===== config.mk =====
export PLATFORM = sky130hd
export DESIGN_NAME = tsq_sequencer
export DESIGN_NICKNAME = d
export VERILOG_FILES = /design/src/hdl/tsq_pkg.sv /design/src/hdl/tsq_sequencer.sv
export SDC_FILE = /design/constraint.sdc
export NUM_CORES = 1
export LEC_CHECK = 0
export BUFFER_PORTS_ARGS = -buffer_cell sky130_fd_sc_hd__clkbuf_2
export CORE_ASPECT_RATIO = 0.75
export CORE_MARGIN = 3
export CORE_UTILIZATION = 31
export CTS_BUF_LIST = sky130_fd_sc_hd__clkbuf_4 sky130_fd_sc_hd__clkbuf_8 sky130_fd_sc_hd__clkbuf_16
export CTS_CLUSTER_SIZE = 30
export DETAILED_ROUTE_END_ITERATION = 10
export GPL_TIMING_DRIVEN = 0
export SLEW_MARGIN = 20
export SYNTH_ARGS = -nofsm -noshare
export SYNTH_HDL_FRONTEND = slang
export SYNTH_SLANG_ARGS = --single-unit

===== constraint.sdc =====
create_clock -name CLK_IN -period 14.9 [get_ports CLK_IN]
set_input_delay 0.745 -clock CLK_IN [delete_from_list [all_inputs] [get_ports CLK_IN]]
set_output_delay 0.745 -clock CLK_IN [all_outputs]
set_load 0.05 [all_outputs]

===== src/hdl/tsq_pkg.sv =====
package tsq_pkg;

  // clock and timing tick
  localparam int unsigned CLK_MHZ = 100;
  localparam int unsigned TICK_NS = 500;
  localparam int unsigned TICK_CYC = (TICK_NS * CLK_MHZ + 999) / 1000;
  localparam int unsigned TICK_W = 6;
  localparam logic [TICK_W-1:0] TICK_LAST = TICK_W'(TICK_CYC - 1);
  localparam int unsigned TIME_MAX_NS = 1_000_000_000;
  localparam int unsigned TIME_W = 21;
  localparam logic [TIME_W-1:0] TIME_MAX = TIME_W'(TIME_MAX_NS / TICK_NS);
  localparam logic [TIME_W-1:0] TIME_ZERO = 21'h00_0000;
  localparam logic [TIME_W-1:0] TIME_ONE = 21'h00_0001;

  // sizes
  localparam int unsigned NUM_CH = 8;
  localparam int unsigned LBITS = 8;
  localparam int unsigned ADDR_W = 8;
  localparam int unsigned DATA_W = 32;
  localparam int unsigned REC_W = 16;

  // register byte offsets
  localparam logic [ADDR_W-1:0] ADR_CTRL = 8'h00;
  localparam logic [ADDR_W-1:0] ADR_HOLD = 8'h04;
  localparam logic [ADDR_W-1:0] ADR_DELAY = 8'h08;
  localparam logic [ADDR_W-1:0] ADR_POS = 8'h0C;
  localparam logic [ADDR_W-1:0] ADR_COUNT = 8'h10;
  localparam logic [ADDR_W-1:0] ADR_PAT_A = 8'h14;
  localparam logic [ADDR_W-1:0] ADR_PAT_B = 8'h18;
  localparam logic [ADDR_W-1:0] ADR_LOGIC = 8'h1C;
  localparam logic [ADDR_W-1:0] ADR_REC = 8'h20;
  localparam logic [ADDR_W-1:0] ADR_STAT = 8'h24;

  // control, logic and status register fields
  localparam int unsigned CTL_RUN = 0;
  localparam int unsigned CTL_SEQ = 1;
  localparam int unsigned CTL_POS_RST = 2;
  localparam int unsigned CTL_CNT_RST = 3;
  localparam int unsigned CTL_SLOPE = 4;
  localparam int unsigned CTL_SRC = 6;
  localparam int unsigned CTL_SRC_LOGIC = 9;
  localparam int unsigned CTL_BIT = 10;
  localparam int unsigned CTL_A_EXIT = 13;
  localparam int unsigned CTL_B_EXIT = 14;
  localparam int unsigned LOG_VAL = 8;
  localparam int unsigned LOG_EN = 16;
  localparam int unsigned STAT_BUSY = 2;
  localparam int unsigned STAT_CNT = 16;

  // encodings
  localparam logic [1:0] SLOPE_RISE = 2'h1;
  localparam logic [1:0] SLOPE_FALL = 2'h2;
  localparam logic [1:0] PS_HI = 2'h1;
  localparam logic [1:0] PS_LO = 2'h2;

  // reset values and limits
  localparam logic [6:0] POS_DEF = 7'h32;
  localparam logic [6:0] POS_MAX = 7'h64;
  localparam logic [7:0] CNT_DEF = 8'h01;
  localparam logic [REC_W-1:0] REC_DEF = 16'h03E8;
  localparam logic [22:0] PCT_FULL = 23'h00_0064;

  typedef enum logic [1:0] {S_IDLE, S_HOLD, S_ARM, S_B} tsq_state_e;

  // comparator outputs and logic probe bits
  typedef struct packed {
    logic [NUM_CH-1:0] above;
    logic [LBITS-1:0] bits;
  } tsq_probe_s;

  typedef struct packed {
    logic run;
    logic seq_mode;
    logic [1:0] slope;
    logic [2:0] src;
    logic src_logic;
    logic [2:0] bit_sel;
    logic a_exit;
    logic b_exit;
    logic [TIME_W-1:0] holdoff;
    logic [TIME_W-1:0] delay;
    logic [6:0] pos_req;
    logic [7:0] count_n;
    logic [2*NUM_CH-1:0] pat_a;
    logic [2*NUM_CH-1:0] pat_b;
    logic [LBITS-1:0] lmask;
    logic [LBITS-1:0] lval;
    logic lena;
    logic [REC_W-1:0] rec_len;
  } tsq_cfg_s;

endpackage : tsq_pkg


===== src/hdl/tsq_sequencer.sv =====
`timescale 1ns/1ps
module tsq_sequencer
  import tsq_pkg::*;
(
  // clock and reset
  input wire logic CLK_IN,
  input wire logic RST_B_IN,
  // register port
  input wire logic [ADDR_W-1:0] ADDR_IN,
  input wire logic [DATA_W-1:0] WDATA_IN,
  input wire logic WR_IN,
  input wire logic RD_IN,
  output logic [DATA_W-1:0] RDATA_OUT,
  // channel comparators and logic probe
  input wire tsq_probe_s PROBE_IN,
  // acquisition memory controller side
  output logic TRIG_OUT,
  output logic CAPTURE_OUT,
  output logic ARMED_OUT,
  output logic [6:0] POS_OUT,
  output logic [REC_W-1:0] PRETRIG_OUT
);

  typedef struct packed {
    tsq_cfg_s cfg;
    tsq_probe_s sync1;
    tsq_probe_s sync2;
    tsq_probe_s prev;
    logic prev_a;
    logic prev_b;
    tsq_state_e state;
    logic [TICK_W-1:0] tick_cnt;
    logic [TIME_W-1:0] hold_cnt;
    logic [TIME_W-1:0] delay_cnt;
    logic delay_busy;
    logic [7:0] b_cnt;
    logic [6:0] pos_act;
    logic [REC_W-1:0] pretrig;
    logic [15:0] trig_count;
    logic [DATA_W-1:0] rdata;
    logic trig;
    logic cap;
    logic armed;
  } tsq_regs_s;

  tsq_regs_s q;
  tsq_regs_s next_q;

  // time settings saturate at one second rather than wrap
  function automatic logic [TIME_W-1:0] clamp_time(input logic [DATA_W-1:0] v);
    if (v > DATA_W'(TIME_MAX)) begin
      clamp_time = TIME_MAX;
    end else begin
      clamp_time = v[TIME_W-1:0];
    end
  endfunction : clamp_time

  // every non-ignored channel must sit on its programmed side
  function automatic logic pat_match(input logic [2*NUM_CH-1:0] pat,
                                     input logic [NUM_CH-1:0] above);
    logic ok;
    ok = 1'b1;
    for (int i = 0; i < NUM_CH; i++) begin
      if (pat[2*i +: 2] == PS_HI && !above[i]) begin
        ok = 1'b0;
      end else if (pat[2*i +: 2] == PS_LO && above[i]) begin
        ok = 1'b0;
      end
    end
    pat_match = ok;
  endfunction : pat_match

  // true when at least one channel is not ignored
  function automatic logic pat_care(input logic [2*NUM_CH-1:0] pat);
    logic any;
    any = 1'b0;
    for (int i = 0; i < NUM_CH; i++) begin
      if (pat[2*i +: 2] == PS_HI || pat[2*i +: 2] == PS_LO) begin
        any = 1'b1;
      end
    end
    pat_care = any;
  endfunction : pat_care

  // pattern and edge qualification on synchronised inputs
  logic a_care;
  logic b_care;
  logic logic_ok;
  logic match_a;
  logic match_b;
  logic ev_a;
  logic ev_b;
  logic lvl_now;
  logic lvl_prev;
  logic ev_edge;
  logic tick;
  logic [22:0] pos_prod;

  assign a_care = pat_care(q.cfg.pat_a) | q.cfg.lena;
  assign b_care = pat_care(q.cfg.pat_b);
  // logic probe counts only in the first pattern, as an AND of cared bits
  assign logic_ok = !q.cfg.lena ||
                    ((q.sync2.bits & q.cfg.lmask) == (q.cfg.lval & q.cfg.lmask));
  // comparator bit is the channel level threshold
  assign match_a = a_care && logic_ok && pat_match(q.cfg.pat_a, q.sync2.above);
  assign match_b = pat_match(q.cfg.pat_b, q.sync2.above);
  // entry fires on becoming true, exit on leaving it
  assign ev_a = q.cfg.a_exit ? (!match_a && q.prev_a && a_care) : (match_a && !q.prev_a);
  assign ev_b = q.cfg.b_exit ? (!match_b && q.prev_b) : (match_b && !q.prev_b);
  // edge source is an analog comparator or one chosen logic bit
  assign lvl_now = q.cfg.src_logic ? q.sync2.bits[q.cfg.bit_sel] : q.sync2.above[q.cfg.src];
  assign lvl_prev = q.cfg.src_logic ? q.prev.bits[q.cfg.bit_sel] : q.prev.above[q.cfg.src];
  assign ev_edge = (q.cfg.slope[0] && lvl_now && !lvl_prev) ||
                   (q.cfg.slope[1] && !lvl_now && lvl_prev);
  assign tick = (q.tick_cnt == TICK_LAST);
  assign pos_prod = 23'(q.cfg.rec_len * q.cfg.pos_req);

  // next state: bus, synchronisers, sequencer and timers
  always_comb begin
    logic fire;
    fire = 1'b0;
    next_q = q;
    next_q.trig = 1'b0;
    next_q.cap = 1'b0;
    next_q.rdata = '0;
    // two stages before any logic looks at the pins
    next_q.sync1 = PROBE_IN;
    next_q.sync2 = q.sync1;
    next_q.prev = q.sync2;
    next_q.prev_a = match_a;
    next_q.prev_b = match_b;
    next_q.tick_cnt = tick ? '0 : TICK_W'(q.tick_cnt + 1'b1);

    // register writes
    if (WR_IN) begin
      if (ADDR_IN == ADR_CTRL) begin
        next_q.cfg.run = WDATA_IN[CTL_RUN];
        next_q.cfg.seq_mode = WDATA_IN[CTL_SEQ];
        next_q.cfg.slope = WDATA_IN[CTL_SLOPE +: 2];
        next_q.cfg.src = WDATA_IN[CTL_SRC +: 3];
        next_q.cfg.src_logic = WDATA_IN[CTL_SRC_LOGIC];
        next_q.cfg.bit_sel = WDATA_IN[CTL_BIT +: 3];
        next_q.cfg.a_exit = WDATA_IN[CTL_A_EXIT];
        next_q.cfg.b_exit = WDATA_IN[CTL_B_EXIT];
        if (WDATA_IN[CTL_POS_RST]) begin
          next_q.cfg.pos_req = POS_DEF;
        end
        if (WDATA_IN[CTL_CNT_RST]) begin
          next_q.cfg.count_n = CNT_DEF;
        end
      end else if (ADDR_IN == ADR_HOLD) begin
        next_q.cfg.holdoff = clamp_time(WDATA_IN);
      end else if (ADDR_IN == ADR_DELAY) begin
        // only this write moves the delay; no timebase setting reaches it
        next_q.cfg.delay = clamp_time(WDATA_IN);
      end else if (ADDR_IN == ADR_POS) begin
        if (WDATA_IN > DATA_W'(POS_MAX)) begin
          next_q.cfg.pos_req = POS_MAX;
        end else begin
          next_q.cfg.pos_req = WDATA_IN[6:0];
        end
      end else if (ADDR_IN == ADR_COUNT) begin
        // zero is not a count; keep the lowest legal one
        next_q.cfg.count_n = (WDATA_IN[7:0] == 8'h00) ? CNT_DEF : WDATA_IN[7:0];
      end else if (ADDR_IN == ADR_PAT_A) begin
        next_q.cfg.pat_a = WDATA_IN[2*NUM_CH-1:0];
      end else if (ADDR_IN == ADR_PAT_B) begin
        next_q.cfg.pat_b = WDATA_IN[2*NUM_CH-1:0];
      end else if (ADDR_IN == ADR_LOGIC) begin
        next_q.cfg.lmask = WDATA_IN[LBITS-1:0];
        next_q.cfg.lval = WDATA_IN[LOG_VAL +: LBITS];
        next_q.cfg.lena = WDATA_IN[LOG_EN];
      end else if (ADDR_IN == ADR_REC) begin
        next_q.cfg.rec_len = WDATA_IN[REC_W-1:0];
      end
    end

    // register reads, answered in the following cycle
    if (RD_IN) begin
      if (ADDR_IN == ADR_CTRL) begin
        next_q.rdata[CTL_RUN] = q.cfg.run;
        next_q.rdata[CTL_SEQ] = q.cfg.seq_mode;
        next_q.rdata[CTL_SLOPE +: 2] = q.cfg.slope;
        next_q.rdata[CTL_SRC +: 3] = q.cfg.src;
        next_q.rdata[CTL_SRC_LOGIC] = q.cfg.src_logic;
        next_q.rdata[CTL_BIT +: 3] = q.cfg.bit_sel;
        next_q.rdata[CTL_A_EXIT] = q.cfg.a_exit;
        next_q.rdata[CTL_B_EXIT] = q.cfg.b_exit;
      end else if (ADDR_IN == ADR_HOLD) begin
        next_q.rdata[TIME_W-1:0] = q.cfg.holdoff;
      end else if (ADDR_IN == ADR_DELAY) begin
        next_q.rdata[TIME_W-1:0] = q.cfg.delay;
      end else if (ADDR_IN == ADR_POS) begin
        next_q.rdata[6:0] = q.cfg.pos_req;
      end else if (ADDR_IN == ADR_COUNT) begin
        next_q.rdata[7:0] = q.cfg.count_n;
      end else if (ADDR_IN == ADR_PAT_A) begin
        next_q.rdata[2*NUM_CH-1:0] = q.cfg.pat_a;
      end else if (ADDR_IN == ADR_PAT_B) begin
        next_q.rdata[2*NUM_CH-1:0] = q.cfg.pat_b;
      end else if (ADDR_IN == ADR_LOGIC) begin
        next_q.rdata[LBITS-1:0] = q.cfg.lmask;
        next_q.rdata[LOG_VAL +: LBITS] = q.cfg.lval;
        next_q.rdata[LOG_EN] = q.cfg.lena;
      end else if (ADDR_IN == ADR_REC) begin
        next_q.rdata[REC_W-1:0] = q.cfg.rec_len;
      end else if (ADDR_IN == ADR_STAT) begin
        next_q.rdata[1:0] = q.state;
        next_q.rdata[STAT_BUSY] = q.delay_busy;
        next_q.rdata[STAT_CNT +: 16] = q.trig_count;
      end
    end

    // trigger sequencer
    case (q.state)
      S_IDLE: begin
        if (q.cfg.run) begin
          next_q.state = S_HOLD;
          next_q.hold_cnt = TIME_ZERO;
        end
      end
      S_HOLD: begin
        // conditions are not looked at here, so nothing can fire
        if (q.hold_cnt == TIME_ZERO) begin
          next_q.state = S_ARM;
          // a fresh record picks up the requested position
          next_q.pos_act = q.cfg.pos_req;
          next_q.pretrig = REC_W'(pos_prod / PCT_FULL);
          next_q.b_cnt = 8'h00;
        end else if (tick) begin
          next_q.hold_cnt = TIME_W'(q.hold_cnt - TIME_ONE);
        end
      end
      S_ARM: begin
        if (!q.cfg.seq_mode) begin
          fire = ev_edge;
        end else if (ev_a) begin
          if (!b_care) begin
            fire = 1'b1;
          end else begin
            next_q.state = S_B;
            next_q.b_cnt = 8'h00;
          end
        end
      end
      S_B: begin
        // holdoff has already expired; second pattern counts freely
        if (ev_b) begin
          if (8'(q.b_cnt + 8'h01) == q.cfg.count_n) begin
            fire = 1'b1;
          end else begin
            next_q.b_cnt = 8'(q.b_cnt + 8'h01);
          end
        end
      end
      default: begin
        next_q.state = S_IDLE;
      end
    endcase

    // post-trigger delay runs in ticks aligned to the trigger
    if (q.delay_busy && tick) begin
      next_q.delay_cnt = TIME_W'(q.delay_cnt - TIME_ONE);
      if (q.delay_cnt == TIME_ONE) begin
        next_q.delay_busy = 1'b0;
        next_q.cap = 1'b1;
      end
    end

    // issue trigger, restart holdoff and the delay from this sample
    if (fire) begin
      next_q.trig = 1'b1;
      next_q.trig_count = 16'(q.trig_count + 16'h0001);
      next_q.state = S_HOLD;
      next_q.hold_cnt = q.cfg.holdoff;
      next_q.tick_cnt = '0;
      if (q.cfg.delay == TIME_ZERO) begin
        next_q.cap = 1'b1;
        next_q.delay_busy = 1'b0;
      end else begin
        next_q.delay_busy = 1'b1;
        next_q.delay_cnt = q.cfg.delay;
      end
    end

    // halting returns to idle and drops a pending delay, trigger and capture; settings, trigger count and position stay
    if (!q.cfg.run) begin
      next_q.state = S_IDLE;
      next_q.delay_busy = 1'b0;
      next_q.trig = 1'b0;
      next_q.cap = 1'b0;
    end
    // armed taken from the settled next state so the pin comes off a flop
    next_q.armed = (next_q.state == S_ARM) || (next_q.state == S_B);
  end

  // state register, synchronous active-low reset
  always_ff @(posedge CLK_IN) begin
    if (!RST_B_IN) begin
      q <= '0;
      q.state <= S_IDLE;
      q.cfg.slope <= SLOPE_RISE;
      q.cfg.holdoff <= TIME_ZERO;
      q.cfg.pos_req <= POS_DEF;
      q.cfg.count_n <= CNT_DEF;
      q.cfg.rec_len <= REC_DEF;
      q.pos_act <= POS_DEF;
    end else begin
      q <= next_q;
    end
  end

  // outputs straight from flops
  assign RDATA_OUT = q.rdata;
  assign TRIG_OUT = q.trig;
  assign CAPTURE_OUT = q.cap;
  assign ARMED_OUT = q.armed;
  assign POS_OUT = q.pos_act;
  assign PRETRIG_OUT = q.pretrig;
endmodule : tsq_sequencer

After elaboration in Yosys (flattened, before gate mapping):

Cells that the tools add are included.

* $add $sub $neg: 5
* multipliers: 1
* div/mod/pow operators: 1
* order comparisons: 4
* eq/ne operators: 64
* mux-type cells: 145
* bitwise gates (word level): 13
* reduce and logical (&&, ||, !) cells: 107

Operators with widths (count)
* $mux 16: 19
* $mux 80: 2
* $mux 21: 7
* $mux 73: 1
* $mux 8: 9
* $mux 17: 4
* $mux 1: 66
* $mux 65: 1
* $mux 51: 1
* $mux 49: 1
* $logic_and 1x1->1: 44
* $logic_not 21->1: 2
* $pmux 21 s2: 1
* $sub 21x1->21 const B: 2
* $eq 2x2->1 const B: 20
* $eq 2x1->1 const B: 17
* $mux 33: 1
* $eq 8x5->1 const B: 4
* $gt 32x21->1 const B: 1
* $gt 32x7->1 const B: 1
* $mux 31: 1
* $mux 7: 4
* $mux 13: 2
* $pmux 8 s3: 1
* other kinds (46): 128

* register bits: 318
* bits of input ports: 60
* word-level logic and storage cells: 381

Longest topological paths before layout:

Gate-level depths: netlist of run 1.

* depth after elaboration: 30
* mapped depth: 56

Least setup slack after synthesis of run 1:

OpenSTA, ideal clock, no wires.

* kind: register to register
* start: register q[262] (netlist name)
* end: register q, in the netlist PRETRIG_OUT[0]
* setup time: 128 ps
* data arrival time: 12876 ps
* slack: 1896 ps
* cell stages (with the launch flop): 51
* path buffers: 3
* clock period less this slack: 13004 ps
* path through: dfxtp_1 -> clkbuf_1 -> clkbuf_1 -> nand2_1 -> fa_1 -> fa_1 -> inv_1 -> fa_1 -> inv_1 -> fa_1 -> inv_1 -> ha_1 -> a21o_1 -> a21oi_1 -> nand2_1 -> a211oi_2 -> xor2_1 -> nor3_1 -> [15 not listed] -> a31oi_1 -> nand2b_1 -> nor3_1 -> a2111oi_2 -> o22ai_1 -> and3_1 -> a211o_1 -> a31oi_4 -> mux2_2 -> a31o_1 -> a2111o_1 -> nand4_1 -> nand3_4 -> xnor2_1 -> nand3_1 -> and3_1 -> o311ai_1 -> o22ai_1

* longest elaborated chain between the ends: 2

Ends and longest elaborated chain
* from (decl): RTL line tsq_sequencer.sv:46 `tsq_regs_s q;`
* from (signal assigned): RTL line tsq_sequencer.sv:309 `q <= next_q;`
* $mul 16x7->23: RTL line tsq_sequencer.sv:116 `assign pos_prod = 23'(q.cfg.rec_len * q.cfg.pos_req);`
* $div 23x7->23: RTL line tsq_sequencer.sv:228 `next_q.pretrig = REC_W'(pos_prod / PCT_FULL);`

No other way between the ends.
A chain may end at the register's enable or synchronous reset.

Worst setup path after layout of run 1:

* start: register q[261] (netlist name)
* end: register q, in the netlist PRETRIG_OUT[0]

Same word-level chain as after synthesis.

==> summary.txt, run 1 <==
Outcome
  – Outcome: finished clean

Min path
  – Hold Crit Class: in -> reg
  – Hold Path Stages: 2
  – WHS Endpoint: next_q[156]
  – Worst Hold Launch: PROBE_IN[5]

Synthesis
  – Synthesized netlist cell count: 2690
  – Post-synthesis simple-gate area fraction: 24.1%
  – Synth Net Count: 2899
  – Largest cells by area after synthesis: dfxtp_1 29%, nand2_1 7.2%, fa_1 6.2%, and2_1 5.1%, ha_1 4.5%
  – Post-synthesis mux area share: 3.47%
  – Post-synthesis register bit count: 318
  – Xor-xnor portion of the synthesized cell area: 3.99%
  – Largest family of logic cells by synthesized area: simple AND/OR/NAND/NOR gates
  – Post-Syn Area per Cell: 8.29 µm²
  – Cell variety after synth: 108
  – Fraction of the mapped netlist area in compound gates: 23.1%
  – Yosys warning count: 0
  – Seq/Total Area, Yosys: 28.5%
  – Post-synth top area share: 28.5%
  – EDFF count, synth: 0
  – Adder-cell area share of the yosys netlist: 10.8%
  – Synthesized area: 22300 µm²
  – Leading area contributor after synthesis: dfxtp_1
  – Async S/R FF share, synth: 0%
  – Synth Flop Type: dfxtp_1

Timing
  – Worst rel slew slack: 29.8%
  – F_max: 0.0699 GHz
  – Final Hold Vio Count: 0
  – Post-route minimum period: 14.31 ns
  – Final worst-path cycle share: 96.0%
  – Fin worst setup slack: 0.591 ns
  – Least-Margin Pin Slew: 1.05 ns
  – Slew Limit Fails: 0
  – # setup viols final: 0
  – Clk_skew: 0.0410 ns

Clocking
  – H-tree levels: 2
  – Num Clock Sinks: 318
  – Clock root cell: clkbuf_16
  – Skew-Pair Late Insertion Delay: 0.57 ns
  – TritonCTS buffer count: 37
  – Clock tree buffer depth: 3
  – Reg clk slew, reported paths: 0.06 ns
  – CTS tree: done
  – Hold buffers post-CTS: 0

Route
  – Starting DRT DRC Count: 2424
  – Final ANT Viol Nets: 0
  – DR vias/cell: 5.48
  – TritonRoute pass-1 iters: 8
  – Routed vias: 21100
  – Drt wl/cell: 20.4 µm
  – Wirelength, routed: 78.2 mm
  – DRC Markers: 0

Die
  – Initial Utilization: 31.6%
  – Core box area: 70600 µm²
  – Die H: 238 µm
  – Die ar.: 75300 µm²
  – I/O pins: 118
  – Die Span X: 316 µm
  – Cell Rows: 84

Placed design
  – Routability Congestion: 0.977
  – Place WS: -0.757 ns
  – Cell count after placement: 3740
  – Number of port buffers: 104
  – Post-DP HPWL: 58.6 mm

Worst setup path
  – Critical Path RT: 15.34 ns
  – R2R depth: 49
  – Cell mode on critical path: fa_1
  – Worst setup EP type: flop
  – Slowest cell on crit path: fa_1
  – Largest stage delay, worst path: 0.56 ns
  – Reg2Reg Setup Slack: 0.59 ns
  – Worst reg2reg path endpoint: PRETRIG_OUT[0]
  – Crit Path Class: reg -> reg
  – Setup crit start kind: flop
  – Crit path DAT: 14.74 ns
  – FF-to-FF Start: q[261]
  – Worst-path maximum fanout: 10

Layout
  – Layout Cells excl Fill: 3842
  – Area growth syn-to-layout: 17.6%
  – Commonest non-fill, non-tap cell in the layout: nand2_1
  – Layout Utilization: 37.1%
  – Layout cells sized above 1: 15.9%
  – Most frequent cells in the layout: 427 x nand2_1, 312 x dfxtp_1, 182 x and2_1, 120 x nor2_1, 118 x a21boi_0
  – Final nets: 3076
  – # fillers: 7335

GRT
  – GRT Total Usage: 19.9%
  – Gr ovfl total: 0
  – Vias in the first global route: 18900
  – Largest net degree at the start of global routing: 14
  – Initial antenna violation count: 10
  – First-pass GRT wire length: 116 mm

Job
  – Max Cap Viol: 0

Power
  – Total power: 0.00342 W
  – Peak VDD IR: 0.000176 V
  – Power Dens Cells: 130 nW/µm²
  – Leakage: 10.4 nW
==> logic make-up after synthesis <==
family          Yosys count
flops                   318
compound gates          667
simple gates           1087
buf+inv                 302
mux                      65
fa+ha+maj               151
xor+xnor                100
==> state kept, by name, summed over array words and instances (netlist names) <==
register / flops
PRETRIG_OUT: 16
RDATA_OUT: 32
next_q: 32
ARMED_OUT: 1
POS_OUT: 7
q: 228
TRIG_OUT: 1
CAPTURE_OUT: 1
==> what timing repair did <==
item                       4_1_cts  5_1_grt
gates cloned                     0        2
resized for setup               23      122
pin swaps                        1       31
setup endpoints to repair        3        3
setup buffers                    1       38
==> worst max-delay path by stage <==
stage / from / end / slack [ns]
floorplan: q[262] / PRETRIG_OUT[0] / 1.90
finish: q[261] / PRETRIG_OUT[0] / 0.59
CTS: q[258] / PRETRIG_OUT[0] / 0.02
global placement: q[262] / PRETRIG_OUT[0] / -0.62
global route: q[261] / PRETRIG_OUT[0] / -0.12
detailed placement: q[262] / PRETRIG_OUT[0] / -0.76
==> power by group <==
group,leakage [nW],total (W),switching [W],internal (W)
logic,7.20,0.00166,0.00101,0.000649
clock network,0.580,0.000900,0.000387,0.000513
registers,2.57,0.000863,0.00000632,0.000857
==> metal layers <==
metal,share of wire (%),global-route usage (%),vias to the layer above
met5,0.041,0,-
met1,48,30.9,10200
met4,2.5,5.19,6
met2,39,26.6,879
li1,-,-,9894
met3,9.8,4.98,114
==> synth_stat cells (all sizes together) (27+ instances only) <==
cell type	instances
o21ai	101
nor3	62
a21boi	120
nor2	129
and2	182
a211oi	31
xnor2	57
a22oi	40
fa	69
dfxtp	318
o211a	54
buf	75
nand2	429
a31oi	34
nor2b	33
ha	80
mux2i	47
clkbuf	127
nand4	27
xor2	43
nor4	33
a21oi	83
nand3	102
inv	100
==> through the flow <==
step                      hold WS [ns]  TNS (ns)  cell area [µm²]
after detailed placement         0.417     -1.45            24000
after global placement           0.417     -1.15            24000
after CTS                        0.382         0            25300
after floorplan                  0.412         0            22300
final                            0.403         0            26200
after global routing             0.400    -0.127            26200
==> critical path, delay by kind of cell, from the launching register on <==
kind / cells / cell delay [ns]
multiplexers: 3 / 1.22
AO/OA/AOI/OAI: 23 / 6.78
adder cells (fa/ha/maj): 5 / 2.52
AND/OR/NAND/NOR: 11 / 2.09
flip-flops: 1 / 0.45
XOR/XNOR: 1 / 0.21
buffers and inverters: 6 / 0.86
==> cell type report <==
| type | instances | area, µm² | area share, % |
|---|---|---|---|
| multi-input combinational | 2072 | 15300 | 58.3 |
| sequential | 318 | 6380 | 24.3 |
| tap | 946 | 1180 | 4.51 |
| clock buffer | 49 | 1080 | 4.13 |
| buffer | 195 | 982 | 3.74 |
| timing repair buffer | 143 | 826 | 3.15 |
| inverter | 100 | 375 | 1.43 |
| clock inverter | 16 | 103 | 0.391 |
| antenna | 3 | 7.51 | 0.0286 |
(Power assumes the default switching activity.)
==> run 2: changes to the inputs <==
--- a/config.mk
+++ b/config.mk
@@ -13,7 +13,9 @@
 export CTS_CLUSTER_SIZE = 30
 export DETAILED_ROUTE_END_ITERATION = 10
 export GPL_TIMING_DRIVEN = 0
+export PLACE_DENSITY = 0.42
 export SLEW_MARGIN = 20
 export SYNTH_ARGS = -nofsm -noshare
 export SYNTH_HDL_FRONTEND = slang
 export SYNTH_SLANG_ARGS = --single-unit
+export TNS_END_PERCENT = 30
==> run 2 against run 1 <==
Net effect:
- via count decreased by 0.27%
- final cell count about the same
- first-iteration DRC count fell by 19%
- wire length grew 9.2%
- total power grew 2.6%
- combinational power is 4% higher
- sequential cell count is the same
- worst setup slack better by 0.026 ns
- cell area up 0.96%
- global-route usage increased by 2.1 points
- critical path type unchanged
- largest power group unchanged
==> summary.txt, run 2 (synthesis gave the netlist of run 1 again) <==
Worst setup path
  – Worst-path maximum fanout: 10
  – Reg2Reg Setup Slack: 0.62 ns
  – Critical Path RT: 15.37 ns
  – Crit path DAT: 14.75 ns
  – R2R depth: 48
  – Cell mode on critical path: fa_1
  – CP top delay family: compound AO/OA/AOI/OAI gates
  – Slowest cell on crit path: dfxtp_1
  – Setup crit start kind: flop
  – Number of cells on the critical path: 48
  – Crit Path Class: reg -> reg
  – Buf/Inv on CP: 5
  – Largest stage delay, worst path: 0.69 ns
  – Worst setup EP type: flop

Job
  – Max Cap Viol: 0

Clocking
  – Clock tree buffer depth: 3
  – Num Clock Sinks: 318
  – TritonCTS buffer count: 36
  – CTS tree: done
  – Clock root cell: clkbuf_16
  – Reg clk slew, reported paths: 0.06 ns
  – H-tree levels: 2
  – Skew-Pair Late Insertion Delay: 0.56 ns

Placed design
  – Routability Congestion: 0.932
  – Number of port buffers: 104
  – Placed cell area: 24000 µm²
  – Post-DP HPWL: 65.5 mm

Timing
  – # setup viols final: 0
  – F_max: 0.0700 GHz
  – Clk_skew: 0.0316 ns
  – Least-Margin Pin Slew: 1.23 ns
  – Post-route minimum period: 14.28 ns
  – Slew Limit Fails: 0
  – Fin Setup TNS: 0 ns
  – Final Hold Vio Count: 0
  – Final worst-path cycle share: 95.9%
  – Worst rel slew slack: 18.2%

Die
  – Die ar.: 75300 µm²
  – I/O pins: 118
  – Die Span X: 316 µm
  – Core box area: 70600 µm²
  – Die H: 238 µm
  – Initial Utilization: 31.6%
  – Cell Rows: 84

Layout
  – Layout cells sized above 1: 16.6%
  – Area growth syn-to-layout: 18.7%
  – Commonest non-fill, non-tap cell in the layout: nand2_1
  – Final Instance Area: 26500 µm²
  – Layout Utilization: 37.5%
  – Most frequent cells in the layout: 426 x nand2_1, 306 x dfxtp_1, 182 x and2_1, 120 x nor2_1, 118 x a21boi_0
  – Top reg by flops: q
  – Final nets: 3082
  – Max FFs per register: 228

Power
  – Total power: 0.00351 W
  – Power Dens Cells: 132 nW/µm²
  – Peak VDD IR: 0.000210 V
  – Leakage: 10.4 nW

Min path
  – Hold Crit Class: in -> reg
  – Hold Path Stages: 2

GRT
  – Largest net degree at the start of global routing: 14
  – Gr ovfl total: 0
  – Vias in the first global route: 19100
  – Initial antenna violation count: 5
  – First-pass GRT wire length: 125 mm
  – GRT Total Usage: 21.9%

Route
  – Starting DRT DRC Count: 1958
  – Routed vias: 21000
  – DR vias/cell: 5.47
  – Wirelength, routed: 85.4 mm
  – Drt wl/cell: 22.2 µm
  – TritonRoute pass-1 iters: 8
  – DRC Markers: 0
  – Final ANT Viol Nets: 0

Outcome
  – Outcome: finished clean
-- run 2: routing by layer --
metal / vias to the layer above / GRT usage (%) / part of all wire (%)
met5: - / 0 / 0.032
met4: 4 / 3.99 / 1.4
met3: 73 / 3.71 / 6.9
met2: 672 / 29.0 / 39
met1: 10300 / 36.1 / 53
li1: 9923 / - / -
-- run 2: report_power, final --
group	switching, W	internal [W]
clock network	0.000386	0.000525
registers	0.00000587	0.000856
logic	0.00105	0.000682
-- run 2: timing repair --
item / CTS / global route
setup endpoints to repair: 3 / 3
pin swaps: 4 / 42
hold buffers: 0 / 0
resized for setup: 53 / 135
setup buffers: 2 / 47
gates cloned: 0 / 2
-- run 2: path summary, 6_finish.rpt --
check / startpoint / endpoint
worst max register to register: q[193] / PRETRIG_OUT[0]
worst min-delay path: PROBE_IN[11] / next_q[162]
worst min register to register: next_q[159] / next_q[143]
worst max-delay path: q[193] / PRETRIG_OUT[0]
-- run 2: area by class of cell --
class                           count  area (µm²)
Timing Repair Buffer              153         913
Multi-Input combinational cell   2072       15500
Clock inverter                     12         156
Clock buffer                       47         996
Inverter                          100         375
Antenna cell                        4        10.0
Buffer                            192         981
Tap cell                          946        1180
Sequential cell                   318        6390
Fill cell                        7408       44100
-- run 2: through the flow --
stage | setup WS [ns] | hold slack (ns) | std cells
after CTS | 0.00102 | 0.367 | 3796
after floorplan | 1.90 | 0.412 | 2690
final | 0.617 | 0.394 | 3844
after detailed placement | -1.26 | 0.419 | 3740
after global routing | -0.0672 | 0.375 | 3841
after global placement | -1.26 | 0.419 | 3740
